**config.mk**
```make
export PLATFORM = sky130hd
export DESIGN_NAME = rct_timer
export DESIGN_NICKNAME = d
export VERILOG_FILES = /design/src/common/rct_pkg.sv /design/src/design/rct_timer.sv
export SDC_FILE = /design/constraint.sdc
export NUM_CORES = 1
export LEC_CHECK = 0
export BUFFER_PORTS_ARGS = -buffer_cell sky130_fd_sc_hd__buf_2
export CORE_MARGIN = 5
export CORE_UTILIZATION = 56
export CTS_CLUSTER_DIAMETER = 120
export DETAILED_ROUTE_END_ITERATION = 10
export PLACE_DENSITY = 0.81
export SETUP_SLACK_MARGIN = 0.15
export SYNTH_ARGS = -nofsm -noshare
export SYNTH_HDL_FRONTEND = slang
export SYNTH_SLANG_ARGS = --single-unit
```
**constraint.sdc**
```tcl
create_clock -name clk_sys -period 3.7 [get_ports clk_sys]
set_input_delay 0.74 -clock clk_sys [delete_from_list [all_inputs] [get_ports clk_sys]]
set_output_delay 0.74 -clock clk_sys [all_outputs]
set_load 0.02 [all_outputs]
```
**src/common/rct_pkg.sv**
```systemverilog
// constants for the reload/capture up/down timer
package rct_pkg;

   // register indices; byte address is four times the index
   localparam logic [7:0] IDX_CONTROL     = 8'hc8;
   localparam logic [7:0] IDX_MODE        = 8'hc9;
   localparam logic [7:0] IDX_RELOAD_LOW  = 8'hca;
   localparam logic [7:0] IDX_RELOAD_HIGH = 8'hcb;
   localparam logic [7:0] IDX_COUNT_LOW   = 8'hcc;
   localparam logic [7:0] IDX_COUNT_HIGH  = 8'hcd;
   localparam logic [7:0] IDX_IRQ_ENABLE  = 8'hce;

   // control register fields
   localparam int CTL_OVERFLOW_FLAG  = 7;
   localparam int CTL_EXT_EVENT_FLAG = 6;
   localparam int CTL_RX_BAUD_SELECT = 5;
   localparam int CTL_TX_BAUD_SELECT = 4;
   localparam int CTL_EXT_TRIG_EN    = 3;
   localparam int CTL_RUN_CONTROL    = 2;
   localparam int CTL_COUNT_SOURCE   = 1;
   localparam int CTL_CAPTURE_RELOAD = 0;

   // mode register fields
   localparam int MOD_CLOCK_OUT_EN   = 1;
   localparam int MOD_DOWN_COUNT_EN  = 0;

   // interrupt enable register field
   localparam int IEN_TIMER          = 0;

   // reset values and counter top value
   localparam logic [7:0]  CONTROL_RESET  = 8'h00;
   localparam logic [1:0]  MODE_RESET     = 2'h0;
   localparam logic [15:0] RELOAD_RESET   = 16'h0000;
   localparam logic [15:0] COUNT_RESET    = 16'h0000;
   localparam logic [15:0] COUNT_TOP      = 16'hffff;

   // oscillator clocks per machine cycle and per state time
   localparam int OSC_PER_MACHINE = 12;
   localparam int OSC_PER_STATE   = 2;
   localparam logic [3:0] MACHINE_LAST = 4'(OSC_PER_MACHINE - 1);
   localparam logic [3:0] STATE_LAST   = 4'(OSC_PER_STATE - 1);

endpackage

```
**src/design/rct_timer.sv**
```systemverilog
// 16-bit reload/capture up/down timer with avalon-mm register slave
`timescale 1ns/100ps

module rct_timer
   import rct_pkg::*;
(
   input  wire logic        clk_sys,
   input  wire logic        nrst,
   input  wire logic [9:0]  avs_address,
   input  wire logic        avs_read,
   input  wire logic        avs_write,
   input  wire logic [3:0]  avs_byteenable,
   input  wire logic [31:0] avs_writedata,
   output logic      [31:0] avs_readdata,
   output logic             avs_waitrequest,
   input  wire logic        external_count_pin,
   input  wire logic        trigger_direction_input,
   input  wire logic        other_timer_overflow,
   output logic             rx_baud_tick,
   output logic             tx_baud_tick,
   output logic             clock_output_enable,
   output logic             timer_irq
);

   function automatic logic reg_hit(input logic [7:0] idx, input logic [7:0] want);
      reg_hit = (idx == want);
   endfunction

   // ---------------- registers ----------------
   logic [7:0]  control_q;
   logic [7:0]  control_d;
   logic [1:0]  mode_q;
   logic [15:0] reload_q;
   logic [15:0] reload_d;
   logic [15:0] count_q;
   logic [15:0] count_d;
   logic        irq_en_q;
   logic [3:0]  machine_div_q;
   logic        state_div_q;
   logic        ext_pin_prev_q;
   logic        trig_prev_q;
   logic        ack_q;
   logic [31:0] readdata_q;

   // ---------------- bus decode ----------------
   wire         bus_req    = avs_read | avs_write;
   wire  [7:0]  bus_idx    = avs_address[9:2];
   wire         bus_wr     = avs_write & ack_q & avs_byteenable[0];
   wire  [7:0]  wbyte      = avs_writedata[7:0];
   wire         wr_control = bus_wr & reg_hit(bus_idx, IDX_CONTROL);
   wire         wr_mode    = bus_wr & reg_hit(bus_idx, IDX_MODE);
   wire         wr_rel_lo  = bus_wr & reg_hit(bus_idx, IDX_RELOAD_LOW);
   wire         wr_rel_hi  = bus_wr & reg_hit(bus_idx, IDX_RELOAD_HIGH);
   wire         wr_cnt_lo  = bus_wr & reg_hit(bus_idx, IDX_COUNT_LOW);
   wire         wr_cnt_hi  = bus_wr & reg_hit(bus_idx, IDX_COUNT_HIGH);
   wire         wr_ien     = bus_wr & reg_hit(bus_idx, IDX_IRQ_ENABLE);

   // one wait state on every access
   assign avs_waitrequest = bus_req & ~ack_q;
   assign avs_readdata    = readdata_q;

   wire  [7:0]  rd_byte =
      reg_hit(bus_idx, IDX_CONTROL)     ? control_q :
      reg_hit(bus_idx, IDX_MODE)        ? {6'h00, mode_q} :
      reg_hit(bus_idx, IDX_RELOAD_LOW)  ? reload_q[7:0] :
      reg_hit(bus_idx, IDX_RELOAD_HIGH) ? reload_q[15:8] :
      reg_hit(bus_idx, IDX_COUNT_LOW)   ? count_q[7:0] :
      reg_hit(bus_idx, IDX_COUNT_HIGH)  ? count_q[15:8] :
      reg_hit(bus_idx, IDX_IRQ_ENABLE)  ? {7'h00, irq_en_q} :
                                          8'h00;

   // ---------------- mode decode ----------------
   wire rx_sel     = control_q[CTL_RX_BAUD_SELECT];
   wire tx_sel     = control_q[CTL_TX_BAUD_SELECT];
   wire baud_mode  = rx_sel | tx_sel;
   wire trig_en    = control_q[CTL_EXT_TRIG_EN];
   wire run        = control_q[CTL_RUN_CONTROL];
   wire ext_source = control_q[CTL_COUNT_SOURCE];
   wire capture_md = control_q[CTL_CAPTURE_RELOAD] & ~baud_mode;
   wire down_en    = mode_q[MOD_DOWN_COUNT_EN];
   wire updown_md  = down_en & ~baud_mode;

   // ---------------- tick generation ----------------
   wire machine_tick = (machine_div_q == MACHINE_LAST);
   wire state_tick   = state_div_q == STATE_LAST[0];
   wire ext_fall     = ext_pin_prev_q & ~external_count_pin;
   wire trig_fall    = trig_prev_q & ~trigger_direction_input;

   // internal rate rises sixfold to state time in baud mode
   wire int_tick     = baud_mode ? state_tick : machine_tick;
   wire src_tick     = ext_source ? ext_fall : int_tick;
   wire count_en     = run & src_tick;

   // ---------------- counting ----------------
   // direction follows the trigger level only in up/down mode
   wire count_up     = ~updown_md | trigger_direction_input;
   wire at_top       = (count_q == COUNT_TOP);
   wire at_reload    = (count_q == reload_q);
   wire overflow     = count_en & count_up & at_top;
   wire underflow    = count_en & ~count_up & at_reload;
   wire roll         = overflow | underflow;

   // trigger falls act only when enabled; up/down mode uses the pin as direction
   wire trig_event   = trig_fall & trig_en & ~updown_md;
   wire trig_reload  = trig_event & ~baud_mode & ~capture_md;
   wire trig_capture = trig_event & ~baud_mode & capture_md;

   always_comb
   begin
      count_d = count_q;
      if (count_en)
      begin
         if (overflow)
            count_d = reload_q;
         else if (underflow)
            count_d = COUNT_TOP;
         else if (count_up)
            count_d = count_q + 16'h0001;
         else
            count_d = count_q - 16'h0001;
      end
      if (trig_reload)
         count_d = reload_q;
      // software access to the counter wins over counting
      if (wr_cnt_lo)
         count_d[7:0] = wbyte;
      if (wr_cnt_hi)
         count_d[15:8] = wbyte;
   end

   always_comb
   begin
      reload_d = reload_q;
      if (trig_capture)
         reload_d = count_q;
      if (wr_rel_lo)
         reload_d[7:0] = wbyte;
      if (wr_rel_hi)
         reload_d[15:8] = wbyte;
   end

   // ---------------- flags ----------------
   wire set_ovf   = roll & ~baud_mode;
   wire set_ext   = (trig_reload | trig_capture)
                  | (trig_fall & trig_en & baud_mode);
   wire tog_ext   = roll & updown_md;

   always_comb
   begin
      control_d = control_q;
      if (wr_control)
         control_d = wbyte;
      // hardware events win over a software clear in the same cycle
      if (set_ovf)
         control_d[CTL_OVERFLOW_FLAG] = 1'b1;
      if (tog_ext)
         control_d[CTL_EXT_EVENT_FLAG] = ~control_q[CTL_EXT_EVENT_FLAG];
      else if (set_ext)
         control_d[CTL_EXT_EVENT_FLAG] = 1'b1;
   end

   // ---------------- outputs ----------------
   wire ovf_flag = control_q[CTL_OVERFLOW_FLAG];
   wire ext_flag = control_q[CTL_EXT_EVENT_FLAG];

   assign rx_baud_tick        = rx_sel ? overflow : other_timer_overflow;
   assign tx_baud_tick        = tx_sel ? overflow : other_timer_overflow;
   assign clock_output_enable = mode_q[MOD_CLOCK_OUT_EN];
   assign timer_irq           = irq_en_q & (ovf_flag | (ext_flag & ~down_en));

   // ---------------- state ----------------
   always_ff @(posedge clk_sys)
   begin
      if (!nrst)
      begin
         control_q <= CONTROL_RESET;
         mode_q    <= MODE_RESET;
         reload_q  <= RELOAD_RESET;
         count_q   <= COUNT_RESET;
         irq_en_q  <= 1'b0;
      end
      else
      begin
         control_q <= control_d;
         reload_q  <= reload_d;
         count_q   <= count_d;
         if (wr_mode)
            mode_q <= wbyte[1:0];
         if (wr_ien)
            irq_en_q <= wbyte[IEN_TIMER];
      end
   end

   always_ff @(posedge clk_sys)
   begin
      if (!nrst)
      begin
         machine_div_q <= 4'h0;
         state_div_q   <= 1'b0;
      end
      else
      begin
         machine_div_q <= machine_tick ? 4'h0 : machine_div_q + 4'h1;
         state_div_q   <= ~state_div_q;
      end
   end

   // edge detectors start idle high so reset release makes no false fall
   always_ff @(posedge clk_sys)
   begin
      if (!nrst)
      begin
         ext_pin_prev_q <= 1'b1;
         trig_prev_q    <= 1'b1;
      end
      else
      begin
         ext_pin_prev_q <= external_count_pin;
         trig_prev_q    <= trigger_direction_input;
      end
   end

   always_ff @(posedge clk_sys)
   begin
      if (!nrst)
      begin
         ack_q      <= 1'b0;
         readdata_q <= 32'h0000_0000;
      end
      else
      begin
         ack_q <= bus_req & ~ack_q;
         if (avs_read & ~ack_q)
            readdata_q <= {24'h00_0000, rd_byte};
      end
   end

endmodule

```
After elaboration in Yosys (flattened, before gate mapping)
Cells that the tools add are included.
{"block": "totals", "ff_bits": 59, "input_bits": 53, "wordCells": 108}
{"block": "classes", "n_addsub": 3, "n_eq_ne": 10, "muxes": 25, "bitwise": 48, "n_reduce_logical": 7}
{"cell": "$mux 16", "n": 6}
{"cell": "$mux 8", "n": 11}
{"cell": "$eq 8x8->1 const B", "n": 7}
{"cell": "$and 1x1->1", "n": 30}
{"cell": "$add 16x1->16 const B", "n": 1}
{"cell": "$eq 16x16->1", "n": 1}
{"cell": "$eq 16x16->1 const B", "n": 1}
{"cell": "$sub 16x1->16 const B", "n": 1}
{"cell": "$not 1->1", "n": 11}
{"cell": "$reduce_bool 3->1", "n": 3}
{"cell": "$mux 1", "n": 8}
{"cell": "$or 1x1->1", "n": 7}
{"cell": "$reduce_bool 2->1", "n": 3}
{"cell": "$add 4x1->4 const B", "n": 1}
{"cell": "$eq 4x4->1 const B", "n": 1}
{"cell": "$reduce_or 2->1", "n": 1}

Depth between registers and ports, before layout
{"block": "depth", "depth_word": 13, "ltp_mapped": 11, "depth_no_buf": 9}

Worst setup path after synthesis
Ideal clock, no wire load.
{"block": "synth_path", "kind": "input to register", "from": "in trigger_direction_input", "to": "reg count_q[12]", "setup_time_ns": 0.137, "t_arrival_ns": 2.878, "required_ns": 3.563, "slack_ns": 0.686, "cell_stages": 10, "n_path_buf": 1, "cell_sequence": "or4b_1 buf_2 xnor2_1 ha_1 or4_1 nor3_2 a32oi_1 xnor2_1 a21oi_1 a211oi_2"}
{"block": "synth_via", "elab_chain_len": 9, "word_cells_on_any_way": 19, "classes_between": "mux (6); bitwise (12); reduce/logical (1)"}
{"item": "start, declared", "line": "rct_timer.sv:17", "text": "input wire logic trigger_direction_input,"}
{"item": "$or 1x1->1", "line": "rct_timer.sv:96", "text": "wire count_up = ~updown_md | trigger_direction_input;"}
{"item": "$not 1->1", "line": "rct_timer.sv:100", "text": "wire underflow = count_en & ~count_up & at_reload;"}
{"item": "$and 1x1->1 (2 in series)", "line": "rct_timer.sv:100"}
{"item": "$mux 16", "line": "rct_timer.sv:115", "text": "else if (underflow)"}
{"item": "$mux 16", "line": "rct_timer.sv:113", "text": "if (overflow)"}
{"item": "$mux 16", "line": "rct_timer.sv:111", "text": "if (count_en)"}
{"item": "$mux 16", "line": "rct_timer.sv:122", "text": "if (trig_reload)"}
{"item": "$mux 8", "line": "rct_timer.sv:127", "text": "if (wr_cnt_hi)"}
{"item": "end signal, assigned", "line": "rct_timer.sv:186", "text": "count_q <= count_d;"}
{"item": "end, declared", "line": "rct_timer.sv:35", "text": "logic [15:0] count_q;"}
Several ways; a longest one is shown, not always the timed one. The select of a mux whose other input is x is not followed.
A chain may end at the register's enable or synchronous reset.

Worst setup path after layout
{"block": "layout_path", "from": "reg count_q[3]", "to": "out tx_baud_tick"}
{"block": "layout_via", "elab_chain_len": 3}
{"item": "$eq 16x16->1", "line": "rct_timer.sv:97", "text": "wire at_top = (count_q == COUNT_TOP);"}
{"item": "$and 1x1->1", "line": "rct_timer.sv:99", "text": "wire overflow = count_en & count_up & at_top;"}
{"item": "$mux 1", "line": "rct_timer.sv:167", "text": "assign tx_baud_tick = tx_sel ? overflow : other_timer_overflow;"}
{"item": "end, declared", "line": "rct_timer.sv:20", "text": "output logic tx_baud_tick,"}
No other way between the ends.

==> out/results.txt <==
Status: complete, no violations
Lkg Pwr: 0.00218 uW
Crit path DAT: 2480 ps
I/O Buffers: 36
Fin nets: 599
CORE AREA: 0.00765 mm2
Area fraction of the dominant cell type after synthesis: 27.2%
Ys flop type: dfxtp_1
Clock slew at reported path FFs: 70 ps
Vias/cell: 6.49
CP Class: flop to primary output
Fraction of layout instances using a drive strength above 1: 18.4%
Seq cells post-synth: 59
Worst-Skew Late Latency: 350 ps
Crit-path slowest cell: nor4_4
Rows: 32
Fin. max-slew vios: 0
Post-synthesis cell area: 0.00434 mm2
Syn Inst Count: 525
Yosys top cell by area: dfxtp_1
Final setup vio count: 0
Hold Vio Cnt, Final: 0
Placed insts: 635
Chip width: 98.0 um
Top cells by area, synth: dfxtp_1 27%, mux2i_1 6.2%, buf_4 4.8%
Die area: 0.00960 mm2
Post-DP Area: 0.00446 mm2
Rel. slew slack: 32.9%
Post-DP HPWL: 8960 um
Top Family by Delay on Critical Path: simple AND/OR/NAND/NOR gates
Netlist cell types: 70
Number of global-route vias before repair: 3916
RSZ-0062 raised after global routing: no
Crit-path cells: nand4_1, nor4_4, nand4_1, nor2_1, mux2_2, buf_2
Worst EP required: 2960 ps
Setup Fix Bufs, Post-CTS: 0
HP Class: flop to flop
Leading cell types in the layout, fill and taps excluded: 59 x dfxtp_1, 50 x nand2_1, 36 x buf_2
Max Clk Rate: 0.311 GHz
Die Ht: 98.0 um
Antenna diodes: 0
First-pass GRT wire length: 19700 um
Ys async rst share: 0%
GRT overflow: 0
CTS Buf Count: 9
Largest net degree at the start of global routing: 53
CTS Sinks: 59
Io pins: 90
Via count: 4218
Pwr dens: 279 mW/mm2
Mapped Avg Cell Area: 8.26 um2
Crit path launch type: flop
H-tree Lvls: 3
Root buffer cell: clkbuf_8
Worst clock skew: 11.7 ps
Initial antenna violation count: 0
Maximum VDD drop: 0.297 mV
EDFF count, synth: 0
Avg WL per Cell: 19.1 um
Most common cell after layout, fill and taps aside: dfxtp_1
Hold buffers post-CTS: 0
Tightest Pin Transition: 1000 ps
Final ANT Viol Nets: 0
Crit path buf inv count: 1
Setup TNS: 0 ps
Post-synthesis sequential area ratio: 27.2%
Design Area, Final: 0.00463 mm2
DRC viols: 0
Clock buffer depth: 2
Post-Route WL: 12400 um
Minimum clock period: 3220 ps
Max cap viols: 0
Drt pass-1 iters: 5
Gr usage total: 25.4%
Initial Utilization: 56.7%
Initial DRC count: 505
CTS tree: built
CP Capture Type: primary output
Post-Layout Cell Count: 650
Biggest cell delay along the critical path: 550 ps
Post_cts resized: 0
Most frequent CP cell: nand4_1
Critical Path Fanout Max: 10
Ratio of final minimum period to clock period: 87.0%
Gpl congestion: 0.999
Synth warn: 0
Layout area overhead: 6.75%
==> metrics by stage <==
stage / hold slack (ps) / total power, uW / utilization (%) / setup slack [ps]
global route: 443 / 1330 / 60.5 / 353
global placement: 395 / 780 / 58.3 / 440
floorplan: 385 / 762 / - / 686
detailed placement: 417 / 783 / 58.3 / 432
CTS: 428 / 1290 / 60.5 / 526
finish: 433 / 1290 / 60.5 / 480
==> registers in the layout (all words and copies together) (netlist names) <==
signal and flops:
ack_q 1, avs_readdata 8, control_q 8, count_q 16, ext_pin_prev_q 1, irq_en_q 1, machine_div_q 4, mode_q 2
reload_q 16, state_div_q 1, trig_prev_q 1
==> power breakdown <==
group / switching (uW) / internal (uW) / leakage, uW / total (uW)
clock: 267 / 253 / 0.0000839 / 520
sequential: 5.67 / 645 / 0.000478 / 651
combinational: 86.2 / 34.4 / 0.00162 / 121
total: 359 / 933 / 0.00218 / 1290
==> synthesized netlist by cell type, types with 3 or more instances <==
cell type,instances
a31oi_1,3
buf_4,28
buf_2,12
o2bb2ai_1,4
o211a_1,14
a21oi_1,17
o221ai_1,9
xnor2_1,11
or2_2,4
o31ai_1,5
dfxtp_1,59
or3_1,6
a211oi_1,6
nand3b_1,3
nand2_1,50
nor2_1,33
clkbuf_1,22
nor4_1,10
a221oi_1,7
xor2_1,16
nand3_1,24
nand2b_1,7
o211ai_1,7
a32oi_1,6
and3_1,5
buf_6,3
a211oi_2,5
nor3_1,20
mux2i_1,27
o21ai_0,11
nand4_1,3
o21ai_1,4
inv_1,8
nor2b_1,15
mux2_2,13
and2_1,4
==> logic make-up after synthesis <==
kind of cell,count (synthesis),synth area share [%]
simple gates,199,25.1
compound gates,121,22.0
buf+inv,76,9.90
flops,59,27.2
mux,40,9.61
xor+xnor,27,5.45
fa+ha+maj,2,0.577
other cells,1,0.0865
==> worst reg2reg max path: stages, from the launching register on <==
cell     delay, ps
dfxtp_1        430
or4b_1         610
xnor2_1        150
ha_1           190
or4_1          470
nor3_2         250
a21oi_1        130
xnor2_1        140
nor4_1         320
nor3_1         100
==> area by class of cell <==
type | instances | area (um2)
Timing Repair Buffer | 52 | 300
Clock buffer | 10 | 138
Multi-Input combinational cell | 413 | 2820
Inverter | 9 | 33.8
Clock inverter | 5 | 30.0
Fill cell | 649 | 3020
Sequential cell | 59 | 1180
Tap cell | 102 | 128
==> worst paths after layout <==
path | slack (ps) | startpoint | end | depth (start not counted)
max | 480 | count_q[3]$_SDFFE_PN0P_ | tx_baud_tick | 6
min | 430 | state_div_q$_SDFF_PN0_ | state_div_q$_SDFF_PN0_ | 1
max reg2reg | 770 | control_q[4]$_SDFFE_PN0P_ | count_q[8]$_SDFFE_PN0P_ | 9
min reg2reg | 430 | state_div_q$_SDFF_PN0_ | state_div_q$_SDFF_PN0_ | 1
==> per-layer routing <==
layer | part of all wire, % | routed length [um] | vias to the layer above | track usage (%)
met5 | 0 | 0 | - | 0
met4 | 5.2 | 652 | 0 | 15.0
met3 | 9.3 | 1160 | 65 | 5.14
met2 | 46 | 5770 | 266 | 40.8
met1 | 39 | 4870 | 1973 | 31.5
li1 | - | - | 1914 | -
No activity file was read; power rests on OpenSTA's default activity.
